## config.mk

```make
export PLATFORM = sky130hd
export DESIGN_NAME = fsv_ctrl
export DESIGN_NICKNAME = d
export VERILOG_FILES = /design/src/verilog/fsv_zz_unused.sv /design/src/inc/fsv_pkg.sv /design/src/verilog/fsv_ctrl.sv /design/src/verilog/fsv_key_mem.sv
export SDC_FILE = /design/constraint.sdc
export NUM_CORES = 1
export LEC_CHECK = 0
export ABC_AREA = 1
export BUFFER_PORTS_ARGS = -buffer_cell sky130_fd_sc_hd__buf_2
export CORE_MARGIN = 1
export CORE_UTILIZATION = 53
export CTS_CLUSTER_DIAMETER = 80
export CTS_CLUSTER_SIZE = 16
export DETAILED_ROUTE_END_ITERATION = 8
export HOLD_SLACK_MARGIN = 0.06
export PLACE_DENSITY = 0.82
export SLEW_MARGIN = 40
export SYNTH_ARGS = -nofsm -noshare
export SYNTH_HDL_FRONTEND = slang
export SYNTH_SLANG_ARGS = --single-unit
```

## constraint.sdc

```tcl
create_clock -name clk_i -period 2.8 [get_ports clk_i]
set_input_delay 0.42 -clock clk_i [delete_from_list [all_inputs] [get_ports clk_i]]
set_output_delay 0.42 -clock clk_i [all_outputs]
set_load 0.05 [all_outputs]
```

## src/verilog/fsv_zz_unused.sv

```systemverilog
`timescale 1ns/1ps
`default_nettype none
`default_nettype wire

```

## src/inc/fsv_pkg.sv

```systemverilog
// ----------------------------------------------------------------------------
// Flash security and vector redirect constants
// ----------------------------------------------------------------------------
package fsv_pkg;
	// Nonvolatile byte locations in the flash map
	localparam logic [15:0] NV_PROT_ADDR = 16'hFFBD;
	localparam logic [15:0] NV_OPT_ADDR = 16'hFFBF;
	localparam logic [15:0] KEY_BASE_ADDR = 16'hFFB0;
	localparam int KEY_BYTES = 8;
	// Memory map regions
	localparam logic [15:0] FLASH_LO = 16'hC000;
	localparam logic [15:0] RAM_LO = 16'h0080;
	localparam logic [15:0] RAM_HI = 16'h087F;
	localparam logic [15:0] VEC_LO = 16'hFFC0;
	localparam logic [15:0] VEC_HI = 16'hFFFD;
	localparam int PAGE_BITS = 9;
	// Option and protection byte fields
	localparam int OPT_BACKDOOR_ENABLE_BIT = 7;
	localparam int OPT_NORED_BIT = 6;
	localparam logic [1:0] SEC_OPEN = 2'h2;
	localparam int PROT_DIS_BIT = 0;
	// Flash command codes flagged as an access error from debug while secure
	localparam logic [7:0] CMD_BYTE_PROG = 8'h20;
	localparam logic [7:0] CMD_BURST_PROG = 8'h25;
	localparam logic [7:0] CMD_PAGE_ERASE = 8'h40;
	// APB register offsets
	localparam logic [7:0] OFS_OPTION = 8'h00;
	localparam logic [7:0] OFS_PROT = 8'h04;
	localparam logic [7:0] OFS_CONFIG = 8'h08;
	localparam logic [7:0] OFS_STATUS = 8'h0C;
	localparam logic [7:0] OFS_DEBUG = 8'h10;
	// Config and status bit positions
	localparam int CFG_KEY_ACCESS_MODE_BIT = 5;
	localparam int ST_SECURE_BIT = 0;
	localparam int ST_REDIR_BIT = 1;
	localparam int ST_ACCERR_BIT = 2;
	localparam int ST_UNLOCK_BIT = 3;
	localparam int ST_BGND_BIT = 4;
	// Reset values
	localparam logic [7:0] OPT_RST = 8'h00;
	localparam logic [7:0] PROT_RST = 8'h01;
	// Controller states
	typedef enum logic [2:0] {
		ST_LOAD = 3'b001,
		ST_RUN = 3'b010,
		ST_CMP = 3'b100
	} fsv_state_t;
endpackage : fsv_pkg

```

## src/verilog/fsv_ctrl.sv

```systemverilog
// The APB interface to the registers was left to the implementer.
`timescale 1ns/1ps
`default_nettype none
module fsv_ctrl (
	// Clock and reset
	input wire logic clk_i,
	input wire logic nrst_i,
	input wire logic ce_i,
	// APB slave
	input wire logic psel_i,
	input wire logic penable_i,
	input wire logic pwrite_i,
	input wire logic [7:0] paddr_i,
	input wire logic [31:0] pwdata_i,
	input wire logic pdebug_i,
	output logic [31:0] prdata_o,
	output logic pready_o,
	output logic pslverr_o,
	// Nonvolatile contents
	input wire logic [7:0] nv_option_byte_i,
	input wire logic [7:0] nv_protection_byte_i,
	input wire logic [63:0] backdoor_key_bytes_i,
	// Background pin strap and requests
	input wire logic background_mode_pin_i,
	input wire logic bgnd_req_i,
	output logic bgnd_active_o,
	// Bus access from CPU or debug
	input wire logic acc_valid_i,
	input wire logic acc_write_i,
	input wire logic [15:0] acc_addr_i,
	input wire logic [7:0] acc_wdata_i,
	input wire logic acc_vector_i,
	input wire logic acc_secure_code_i,
	input wire logic acc_ram_code_i,
	input wire logic acc_debug_i,
	// Memory side
	output logic mem_req_o,
	output logic mem_write_o,
	output logic [15:0] mem_addr_o,
	output logic [7:0] mem_wdata_o,
	input wire logic [7:0] mem_rdata_i,
	output logic [7:0] acc_rdata_o,
	output logic acc_blocked_o,
	// Flash command events
	input wire logic fcmd_wr_i,
	input wire logic [7:0] fcmd_code_i,
	input wire logic fcmd_debug_i,
	input wire logic blank_ok_i,
	// Status
	output logic secure_o,
	output logic debug_en_o
);
	import fsv_pkg::*;

	// ------------------------------------------------------------------------
	// State
	// ------------------------------------------------------------------------
	typedef struct packed {
		fsv_state_t state;
		logic [7:0] opt;
		logic [7:0] prot;
		logic key_acc;
		logic [7:0] key_seen;
		logic unsec;
		logic unlock_ev;
		logic strap_low;
		logic acc_err;
		logic dbg_req;
		logic bgnd;
		logic [3:0] cmp_idx;
		logic cmp_ok;
		logic [31:0] prdata;
		logic mreq;
		logic mwr;
		logic [15:0] maddr;
		logic [7:0] mwdata;
		logic blk;
		logic blk_d;
		logic [7:0] rdata;
	} fsv_ctrl_t;

	fsv_ctrl_t s_reg;
	fsv_ctrl_t s_next;

	logic secure;
	logic redir;
	logic in_flash;
	logic in_ram;
	logic in_vec;
	logic in_key;
	logic key_wr;
	logic [7:0] key_rdata;
	logic [7:0] nv_key;
	logic apb_wr;
	logic apb_setup;
	logic mapped;

	// ------------------------------------------------------------------------
	// Decode
	// ------------------------------------------------------------------------
	// Security from the working option field and the volatile unlock
	assign secure = (s_reg.opt[1:0] != SEC_OPEN) && !s_reg.unsec;
	// Redirect needs the no-redirect and protection disable bits clear and a partial protected region
	// A last unprotected address of all ones means nothing is protected
	assign redir = !s_reg.opt[OPT_NORED_BIT] && !s_reg.prot[PROT_DIS_BIT]
		&& ({s_reg.prot[7:1], 9'h1FF} >= FLASH_LO)
		&& ({s_reg.prot[7:1], 9'h1FF} != 16'hFFFF);
	// Region decode of the incoming access
	assign in_flash = acc_addr_i >= FLASH_LO;
	assign in_ram = (acc_addr_i >= RAM_LO) && (acc_addr_i <= RAM_HI);
	assign in_vec = (acc_addr_i >= VEC_LO) && (acc_addr_i <= VEC_HI);
	assign in_key = (acc_addr_i[15:3] == KEY_BASE_ADDR[15:3]);
	// Key capture only with key access on, in ST_RUN, and from non-debug code in RAM
	assign key_wr = acc_valid_i && acc_write_i && in_key && s_reg.key_acc
		&& acc_ram_code_i && !acc_debug_i && s_reg.state == ST_RUN;
	// Stored byte for the read port, which lags the index by one; the 3-bit index wraps so count 8 meets byte 7
	assign nv_key = backdoor_key_bytes_i[{s_reg.cmp_idx[2:0] - 3'h1, 3'h0} +: 8];
	// APB phases
	assign apb_setup = psel_i && !penable_i;
	assign apb_wr = psel_i && penable_i && pwrite_i;
	assign mapped = (paddr_i == OFS_OPTION) || (paddr_i == OFS_PROT) || (paddr_i == OFS_CONFIG)
		|| (paddr_i == OFS_STATUS) || (paddr_i == OFS_DEBUG);

	// ------------------------------------------------------------------------
	// Key store
	// ------------------------------------------------------------------------
	fsv_key_mem u_key_mem (
		.clk_i(clk_i),
		.nrst_i(nrst_i),
		.ce_i(ce_i),
		.wr_i(key_wr),
		.waddr_i(acc_addr_i[2:0]),
		.wdata_i(acc_wdata_i),
		.raddr_i(s_reg.cmp_idx[2:0]),
		.rdata_o(key_rdata)
	);

	// ------------------------------------------------------------------------
	// Next state
	// ------------------------------------------------------------------------
	// Load, access filter, registers and key compare
	always_comb begin
		s_next = s_reg;
		s_next.unlock_ev = 1'b0;
		case (s_reg.state)
			ST_LOAD: begin
				// Working copies and the strap are caught after reset release
				s_next.opt = nv_option_byte_i;
				s_next.prot = nv_protection_byte_i;
				s_next.strap_low = !background_mode_pin_i;
				s_next.state = ST_RUN;
			end
			ST_RUN: begin
				if (key_wr) begin
					s_next.key_seen[acc_addr_i[2:0]] = 1'b1;
				end
			end
			ST_CMP: begin
				// Read port lags the index by one cycle
				if (s_reg.cmp_idx != 4'h0 && key_rdata != nv_key) begin
					s_next.cmp_ok = 1'b0;
				end
				if (s_reg.cmp_idx == 4'h8) begin
					if (s_next.cmp_ok && s_reg.opt[OPT_BACKDOOR_ENABLE_BIT]) begin
						s_next.unsec = 1'b1;
						s_next.unlock_ev = 1'b1;
					end
					s_next.cmp_idx = 4'h0;
					s_next.state = ST_RUN;
				end else begin
					s_next.cmp_idx = s_reg.cmp_idx + 4'h1;
				end
			end
			default: begin
				s_next.state = ST_LOAD;
			end
		endcase
		// Access filter and vector redirect
		s_next.mreq = acc_valid_i && s_reg.state != ST_LOAD;
		s_next.mwr = acc_write_i && !(in_key && s_reg.key_acc);
		s_next.maddr = acc_addr_i;
		if (redir && acc_vector_i && in_vec) begin
			s_next.maddr = {s_reg.prot[7:1], acc_addr_i[PAGE_BITS-1:0]};
		end
		s_next.mwdata = acc_wdata_i;
		// Only flash and RAM are guarded; page registers fall outside
		s_next.blk = acc_valid_i && secure && (in_flash || in_ram)
			&& (acc_debug_i || !acc_secure_code_i);
		if (s_next.blk) begin
			s_next.mreq = 1'b0;
		end
		s_next.blk_d = s_reg.blk;
		s_next.rdata = s_reg.blk_d ? 8'h00 : mem_rdata_i;
		// Blank flash check lifts security
		if (blank_ok_i) begin
			s_next.unsec = 1'b1;
			s_next.unlock_ev = 1'b1;
		end
		// Debug program or erase while secure is an access error
		if (apb_wr && paddr_i == OFS_STATUS && pwdata_i[ST_ACCERR_BIT]) begin
			s_next.acc_err = 1'b0;
		end
		if (fcmd_wr_i && fcmd_debug_i && secure && (fcmd_code_i == CMD_BYTE_PROG
			|| fcmd_code_i == CMD_BURST_PROG || fcmd_code_i == CMD_PAGE_ERASE)) begin
			s_next.acc_err = 1'b1;
		end
		// Register writes
		if (apb_wr && s_reg.state == ST_RUN) begin
			case (paddr_i)
				OFS_PROT: begin
					if (pdebug_i) begin
						s_next.prot = pwdata_i[7:0];
					end
				end
				OFS_CONFIG: begin
					s_next.key_acc = pwdata_i[CFG_KEY_ACCESS_MODE_BIT];
					if (s_reg.key_acc && !pwdata_i[CFG_KEY_ACCESS_MODE_BIT]) begin
						s_next.state = ST_CMP;
						s_next.cmp_idx = 4'h0;
						s_next.cmp_ok = &s_reg.key_seen;
						s_next.key_seen = 8'h00;
					end
				end
				OFS_DEBUG: begin
					s_next.dbg_req = pwdata_i[0];
				end
				default: begin
				end
			endcase
		end
		// Background mode: free when open, strap only while secure
		s_next.bgnd = secure ? s_reg.strap_low : (s_reg.bgnd || bgnd_req_i);
		// Read data captured in the setup phase
		s_next.prdata = 32'h0000_0000;
		if (apb_setup) begin
			case (paddr_i)
				OFS_OPTION: s_next.prdata = {24'h00_0000, s_reg.opt[7:6], 4'h0, s_reg.opt[1:0]};
				OFS_PROT: s_next.prdata = {24'h00_0000, s_reg.prot};
				OFS_CONFIG: s_next.prdata = {26'h000_0000, s_reg.key_acc, 5'h00};
				OFS_STATUS: s_next.prdata = {27'h000_0000, s_reg.bgnd, s_reg.unsec, s_reg.acc_err, redir, secure};
				OFS_DEBUG: s_next.prdata = {31'h0000_0000, s_reg.dbg_req && !secure};
				default: s_next.prdata = 32'h0000_0000;
			endcase
		end
	end

	// State register
	always_ff @(posedge clk_i or negedge nrst_i) begin
		if (!nrst_i) begin
			s_reg <= '0;
			s_reg.state <= ST_LOAD;
			s_reg.opt <= OPT_RST;
			s_reg.prot <= PROT_RST;
		end else if (ce_i) begin
			s_reg <= s_next;
		end
	end

	// ------------------------------------------------------------------------
	// Outputs
	// ------------------------------------------------------------------------
	assign prdata_o = s_reg.prdata;
	assign pready_o = 1'b1;
	assign pslverr_o = psel_i && penable_i && !mapped;
	assign mem_req_o = s_reg.mreq;
	assign mem_write_o = s_reg.mwr;
	assign mem_addr_o = s_reg.maddr;
	assign mem_wdata_o = s_reg.mwdata;
	assign acc_rdata_o = s_reg.rdata;
	assign acc_blocked_o = s_reg.blk;
	assign secure_o = secure;
	assign debug_en_o = s_reg.dbg_req && !secure;
	assign bgnd_active_o = s_reg.bgnd;
endmodule : fsv_ctrl
`default_nettype wire

```

## src/verilog/fsv_key_mem.sv

```systemverilog
`timescale 1ns/1ps
`default_nettype none
// ----------------------------------------------------------------------------
// Entered key byte store with registered read
// ----------------------------------------------------------------------------
module fsv_key_mem (
	// Clock and reset
	input wire logic clk_i,
	input wire logic nrst_i,
	input wire logic ce_i,
	// Write port
	input wire logic wr_i,
	input wire logic [2:0] waddr_i,
	input wire logic [7:0] wdata_i,
	// Read port
	input wire logic [2:0] raddr_i,
	output logic [7:0] rdata_o
);
	import fsv_pkg::*;

	typedef struct packed {
		logic [KEY_BYTES-1:0][7:0] mem;
		logic [7:0] rdata;
	} fsv_mem_t;

	fsv_mem_t s_reg;
	fsv_mem_t s_next;

	// Write and read next state
	always_comb begin
		s_next = s_reg;
		for (int i = 0; i < KEY_BYTES; i++) begin
			if (wr_i && (waddr_i == i[2:0])) begin
				s_next.mem[i] = wdata_i;
			end
		end
		s_next.rdata = s_reg.mem[raddr_i];
	end

	// State register
	always_ff @(posedge clk_i or negedge nrst_i) begin
		if (!nrst_i) begin
			s_reg <= '0;
		end else if (ce_i) begin
			s_reg <= s_next;
		end
	end

	assign rdata_o = s_reg.rdata;
endmodule : fsv_key_mem
`default_nettype wire

```

==> metrics, run 1 <==
status finished, final reports clean; maximum clock rate roughly 0.43 GHz; total congestion overflow 0; wire length per cell ~15 µm; number of global-route vias before repair ~7300; Root Driver clkbuf_16; initial antenna violation count 0; initial core utilization 0.5491; unrepaired setup endpoints after global routing false; FILL cells between 1000 and 1500; hold-critical path depth 2; async set-or-reset flop fraction in the synthesized netlist 1.000; max reg flops between 60 and 70; Top FF cell, synth dfrtp_1; Fin Clk Skew 0.01393 ns; Yosys reg bits 150; crit-path most repeated cell nand2_1; Crit. path cell count 17; Lkg Pwr 0.005313 µW; worst hold slack ~0.18 ns; CP Cell Sequence inv_2 -> ha_1 -> inv_1 -> nor2_1 -> nand2_1 -> nand3_1 -> nand2_1 -> nand2_1 -> nand2_1 -> nand2_1 -> nor2_1 -> nand2_1 -> nand2_1 -> nand2_1 -> nand2_1 -> nand2_1 -> nand2_1; final setup vio count 0; Crit-path slowest cell dfrtp_2; Post-CTS Resized 0; Worst-path clk slew approximately 0.060 ns; Post-Syn Instances 1101; Die Y 128.2 µm; hold crit path type in2reg; maxcap violations 0; Via Count 7772; Tmin final around 2.3 ns; Final Cycle Share 0.8360; CP Max Fanout 15; global routing's busiest layer met2; most frequent cells in the layout 236 x nand2_1, 195 x buf_2, 147 x dfrtp_1; peak per-stage delay on the critical path about 0.40 ns; I/O pin count 250; met2 usage 0.4604; worst reg-to-reg path cell count 17; DIE WIDTH 128.2 µm; CTS Buf Count 17; Mean Syn Cell Area about 7.7 µm²; CTS tree done; CTS Sinks 150; largest vdd supply drop 491.3 µV; Layout Nets roughly 1400; area of the multi-input gates roughly 3500 µm²; Setup WS post-layout around 0.46 ns; Synth Warn # 0; FF-to-FF setup slack between 0.4 and 0.5 ns; Hold Fails Final Rpt 0; antenna-violating nets left 0; largest delay contributor family on the critical path simple AND/OR/NAND/NOR gates; share of cells above drive strength 1 0.2110; Sequential Area 3757 µm²; sequential area share after synthesis 0.4450; DR iter-0 viols around 550; kind of critical path reg2reg; met3 GRT Util 0.05092; worst slack at placement 0.4735 ns; Post-Synthesis Cell Area ~8400 µm²; met1 usage 0.3329; max_slew headroom 0.5424; Clock Latency Late Sink between 0.4 and 0.5 ns; Worst Setup Start Kind register; GRT Overall Usage 0.2708; leading cell type in the layout, fill and taps excluded nand2_1; first-pass GRT wire length approximately 35 mm; CORE AREA 15370 µm²; synth unique cells 48; I/O Buffers just under 200; Worst EP required roughly 3.2 ns; H-tree levels 4; RePlAce Congestion 0.8965; CP Data Arrival Time 2.71 ns; Buf+Inv Stages, Crit Path 2; nature of the critical path endpoint register; die footprint 16430 µm²; Core Util, Final 0.6416; Tightest Pin Transition ~0.69 ns; number of synthesized flops with an enable pin 0; Post-Route Setup TNS 0 ns; Power Dens Cells ~630 nW/µm²; TritonRoute pass-1 iters 5; max-slew violation count 0; Site Rows 45; DP HPWL 15.02 mm; largest net degree at the start of global routing 71; Total Routed Length around 21 mm; vias per cell approximately 5.3; Antenna diodes 0; Syn-to-layout area delta 16.84%; Residual DRC 0; Clock Path Buffers 2
[per-stage QoR]
stage          instance area, µm²  std cells  power, µW
3_3_place_gp                 9180       1434       3607
2_1_floorplan                8527       1124       3333
5_1_grt                      9862       1467       6496
3_5_place_dp                 9180       1434       3641
6_report                     9862       1467       6236
4_1_cts                      9862       1467       6239
[cells by family (layout without fill, tap and decap cells)]
family          Yosys count  in the layout  share of synthesized area
simple gates            457            457                     0.2406
compound gates          220            220                     0.1453
xor+xnor                  5              5                   0.006969
buf+inv                 261            393                     0.1528
other cells               2             25                  0.0008897
flops                   150            150                     0.4450
fa+ha+maj                 3              3                   0.004448
mux                       3              3                   0.004002
[routing by layer]
metal / part of all wire / routed length, µm
met1: 0.41 / 8841
met2: 0.49 / 10500
met3: 0.069 / 1490
met4: 0.031 / 667
met5: 0 / 0
[timing repair]
action,4_1_cts,5_1_grt
endpoints found under the setup margin,0,0
hold buffers,1,0
hold endpoints to repair,64,0
buffers inserted,0,0
[worst register-to-register path, stage by stage (launching register included)]
cell	delay, ns
dfrtp_2	0.40
inv_2	0.20
ha_1	0.29
inv_1	0.38
nor2_1	0.10
nand2_1	0.07
nand3_1	0.09
nand2_1	0.09
nand2_1	0.05
nand2_1	0.05
nand2_1	0.04
nor2_1	0.14
nand2_1	0.11
nand2_1	0.07
nand2_1	0.05
nand2_1	0.06
nand2_1	0.05
nand2_1	0.06
[cells in the mapped netlist (4+ instances only)]
library cell  number  area [µm²]
nor4_1            10       62.56
nor3_1             8       40.04
nand3_4            4       70.07
buf_4             66       495.5
o21ai_1           45       225.2
buf_2             12       60.06
a22o_1             6       52.55
o211ai_1           8       60.06
o21ai_0           88       440.4
o221ai_1          13       113.9
nand2_1          236       885.9
nand3_2            4       40.04
nand3_1           74       370.4
clkbuf_1          24       90.09
nand4_1           11       68.82
dfrtp_1          148        3704
inv_1            145       544.3
o22ai_1           16       100.1
buf_6              6       67.56
nor2_1           100       375.4
a21oi_1           38       190.2
[area by class of cell]
| class | instances | area share |
|---|---|---|
| sequential | 150 | 0.3810 |
| inverter | 151 | 0.05760 |
| clock buffer | 20 | 0.04529 |
| tap | 211 | 0.02677 |
| timing repair buffer | 210 | 0.1135 |
| multi-input combinational | 713 | 0.3530 |
| clock inverter | 12 | 0.02284 |
[worst paths after layout]
path | startpoint | end
worst max-delay path | s_reg[69]$_DFFE_PN0P_ | s_reg[78]$_DFFE_PN0P_
worst min-delay path | background_mode_pin_i | s_reg[76]$_DFFE_PN0P_
worst max register to register | s_reg[69]$_DFFE_PN0P_ | s_reg[78]$_DFFE_PN0P_
worst min register to register | mem_addr_o[5]$_DFFE_PN0P_ | mem_addr_o[5]$_DFFE_PN0P_
max in group asynchronous | nrst_i | acc_rdata_o[1]$_DFFE_PN0P_
min in group asynchronous | nrst_i | mem_addr_o[1]$_DFFE_PN0P_
[where the power goes]
group          internal, µW  switching [µW]
Clock                  1700             910
Combinational           354             800
Sequential             2350             123
(Power assumes the default switching activity.)
==> inputs of run 2 (changes only) <==
--- a/config.mk
+++ b/config.mk
@@ -5,15 +5,15 @@
 export SDC_FILE = /design/constraint.sdc
 export NUM_CORES = 1
 export LEC_CHECK = 0
-export ABC_AREA = 1
+export ABC_AREA = 0
 export BUFFER_PORTS_ARGS = -buffer_cell sky130_fd_sc_hd__buf_2
 export CORE_MARGIN = 1
-export CORE_UTILIZATION = 53
+export CORE_UTILIZATION = 47
 export CTS_CLUSTER_DIAMETER = 80
 export CTS_CLUSTER_SIZE = 16
 export DETAILED_ROUTE_END_ITERATION = 8
 export HOLD_SLACK_MARGIN = 0.06
-export PLACE_DENSITY = 0.82
+export PLACE_DENSITY = 0.77
 export SLEW_MARGIN = 40
 export SYNTH_ARGS = -nofsm -noshare
 export SYNTH_HDL_FRONTEND = slang
==> constraint.sdc (replaced) <==
create_clock -name clk_i -period 2 [get_ports clk_i]
set_input_delay 0.3 -clock clk_i [delete_from_list [all_inputs] [get_ports clk_i]]
set_output_delay 0.3 -clock clk_i [all_outputs]
set_load 0.05 [all_outputs]
==> run 2 against run 1 <==
- the flow now finishes with violations (setup timing)
- critical path depth decreased by 11
- worst setup slack got worse by 0.77 ns
- die area increased by 5.7%
- first-iteration DRC count decreased by 42%
- maximum frequency increased by 1.3%
- cell count decreased by 24%
- synthesized cell count decreased by 39%
- via count decreased by 21%
- critical path type unchanged
==> metrics, run 2 <==
status complete, but fails checks (was finished, final reports clean); failing checks setup timing; leading cell type in the layout, fill and taps excluded buf_2 (was nand2_1); CP Data Arrival Time 2.62 ns (was 2.71 ns); Lkg Pwr 0.004894 µW (was 0.005313 µW); I/O pin count 250 (unchanged); H-tree levels 4 (unchanged); worst hold start blank_ok_i (was background_mode_pin_i); Worst EP required 2.31 ns (was 3.17 ns); initial antenna violation count 1 (was 0); Top FF cell, synth dfrtp_1 (unchanged); Tightest Pin Transition 0.6635 ns (was 0.6864 ns); max_slew headroom 0.5577 (was 0.5424); initial core utilization 0.4791 (was 0.5491); Via Count 6159 (was 7772); unrepaired setup endpoints after global routing true (was false); worst reg-to-reg path cell count 6 (was 17); RePlAce Congestion 0.8660 (was 0.8965); Tmin final 2.312 ns (was 2.341 ns); Setup WS post-layout -0.3115 ns (was 0.4592 ns); async set-or-reset flop fraction in the synthesized netlist 1.000 (unchanged); CTS tree done (unchanged); Synth area leaders dfrtp_1 47%, mux2_2 13%, mux4_2 9.1% (was dfrtp_1 44%, nand2_1 10%, inv_1 6.4%); synth unique cells 57 (was 48); Synth Warn # 0 (unchanged); Hold Fails Final Rpt 0 (unchanged); top post-synthesis cells by count 148 x dfrtp_1, 88 x mux2_2, 65 x buf_4 (was 236 x nand2_1, 148 x dfrtp_1, 145 x inv_1); top-area cell type share of the netlist area 0.4678 (was 0.4388); CP Max Fanout 9 (was 15); hold crit path type in2reg (unchanged); final setup vio count 87 (was 0); CORE AREA 16520 µm² (was 15370 µm²); placed cells 1075 (was 1434); DIE WIDTH 131.8 µm (was 128.2 µm); Clock Latency Late Sink 0.43 ns (about the same); Fin Clk Skew 0.008037 ns (was 0.01393 ns); sequential area share after synthesis 0.4745 (was 0.4450); r2r endpoint u_key_mem.s_reg[67]$_DFFE_PN0P_ (was s_reg[78]$_DFFE_PN0P_); Die Y 131.8 µm (was 128.2 µm); CP Capture Point u_key_mem.s_reg[67]$_DFFE_PN0P_ (was s_reg[78]$_DFFE_PN0P_); first-pass GRT wire length 33.00 mm (was 34.74 mm); TritonRoute pass-1 iters 5 (unchanged); Syn-to-layout area delta 32.26% (was 16.84%); max-slew violation count 0 (unchanged); GRT Overall Usage 0.2482 (was 0.2708); count leader, synth dfrtp_1 (was nand2_1); antenna-violating nets left 0 (unchanged); Worst-path clk slew 0.06 ns (about the same); Site Rows 47 (was 45); Layout Nets 1063 (was 1424); most frequent cells in the layout 194 x buf_2, 147 x dfrtp_1, 63 x mux2_4 (was 236 x nand2_1, 195 x buf_2, 147 x dfrtp_1); FF-to-FF setup slack -0.31 ns (was 0.46 ns); Post-Synthesis Cell Area 7916 µm² (was 8441 µm²); nature of the critical path endpoint register (unchanged); maxcap violations 0 (unchanged); I/O Buffers 196 (unchanged); total congestion overflow 0 (unchanged); Power Dens Cells 964.7 nW/µm² (was 632.3 nW/µm²); CTS Buf Count 17 (unchanged); number of synthesized flops with an enable pin 0 (unchanged); launch point of the worst reg-to-reg path s_reg[104]$_DFFE_PN1P_ (was s_reg[69]$_DFFE_PN0P_); Clock Path Buffers 2 (unchanged); wire length per cell 18.90 µm (was 14.65 µm); Worst Setup Start Kind register (unchanged); Synth area leader dfrtp_1 (unchanged); total power 10100 µW (was 6236 µW); number of global-route vias before repair 6190 (was 7339); max reg flops 64 (unchanged); DP HPWL 14.58 mm (was 15.02 mm); Mean Syn Cell Area 11.87 µm² (was 7.666 µm²); Post-Syn Instances 667 (was 1101); CTS Sinks 150 (unchanged); Residual DRC 0 (unchanged); Root Driver clkbuf_16 (unchanged); maximum clock rate 0.4326 GHz (was 0.4272 GHz); largest vdd supply drop 658.5 µV (was 491.3 µV); vias per cell 5.519 (was 5.298); placed cell areas 9594 µm² (was 9180 µm²); Finished Layout Cells 1116 (was 1467); die footprint 17370 µm² (was 16430 µm²); share of cells above drive strength 1 0.5162 (was 0.2110); fin area 10470 µm² (was 9862 µm²); largest net degree at the start of global routing 69 (was 71); Setup crit start s_reg[104]$_DFFE_PN1P_ (was s_reg[69]$_DFFE_PN0P_); kind of critical path reg2reg (unchanged); DR iter-0 viols 318 (was 549); Total Routed Length 21.09 mm (was 21.50 mm); Final Cycle Share 1.156 (was 0.8360); Yosys reg bits 150 (unchanged)
run 2: cell count changes in the layout (fill, tap and decap cells not counted), sizes merged, moves of 32 or more:
cell / change
nand2: -202
buf: +58
mux2: +86
nor2: -65
nand3: -70
mux4: +32
o21ai: -113
inv: -118
run 2: area by class of cell:
cell class | count | area, µm²
Tap cell | 220 | 275.3
Clock buffer | 21 | 450.4
Timing Repair Buffer | 269 | 1712
Sequential cell | 150 | 3757
Multi-Input combinational cell | 415 | 4010
Antenna cell | 1 | 2.502
Fill cell | 1220 | 6055
Clock inverter | 11 | 148.9
Inverter | 29 | 113.9
run 2: worst min-delay path by stage:
stage	end	cells after the start
global placement	u_key_mem.s_reg[34]$_DFFE_PN0P_	1
finish	s_reg[78]$_DFFE_PN0P_	3
CTS	s_reg[76]$_DFFE_PN0P_	2
floorplan	acc_blocked_o$_DFFE_PN0P_	0
global route	s_reg[96]$_DFFE_PN0P_	3
detailed placement	u_key_mem.s_reg[34]$_DFFE_PN0P_	1
run 2: through the flow:
stage	worst slack (ns)	hold WS [ns]	TNS, ns	utilization
2_1_floorplan	-0.6228	0.004409	-31.03	-
3_3_place_gp	-0.5844	0.2528	-32.99	0.5806
3_5_place_dp	-0.6653	0.2567	-34.79	0.5806
4_1_cts	-0.3362	0.06315	-19.42	0.6278
5_1_grt	-0.3449	0.09410	-22.43	0.6336
6_report	-0.3115	0.09254	-18.95	0.6336
run 2: cell families after synthesis:
kind of cell             share of synthesized area
flip-flops                                  0.4745
buffers and inverters                      0.09072
XOR/XNOR                                   0.02213
AND/OR/NAND/NOR                             0.1042
multiplexers                                0.2252
other                                    0.0009487
AO/OA/AOI/OAI                              0.07761
adder cells (fa/ha/maj)                   0.004742
run 2: routing by layer:
layer,routed length [µm],track usage,vias up,part of all wire
li1,-,-,2761,-
met1,8894,0.3265,3076,0.42
met2,10230,0.3977,261,0.48
met3,1204,0.04883,61,0.057
met4,763,0.1163,0,0.036
met5,0,0,-,0
run 2: timing repair:
action	4_1_cts	5_1_grt
hold buffers	1	1
setup buffers	5	1
endpoints found under the setup margin	95	97
gates cloned	0	0
pin swaps	8	6
resized for setup	23	11
hold endpoints to repair	42	1
run 2: power breakdown:
part           switching, µW  total, µW  internal (µW)
clock network           1270       3270           2000
registers                259       3580           3320
logic                   1740       3260           1510
total                   3270      10100           6830
run 2: critical path, cell delays in order (launching register included):
cell,delay (ns)
dfstp_2,0.37
or3b_4,0.40
or3_4,0.41
or3_4,0.41
nor2_4,0.13
buf_12,0.15
mux2_4,0.30
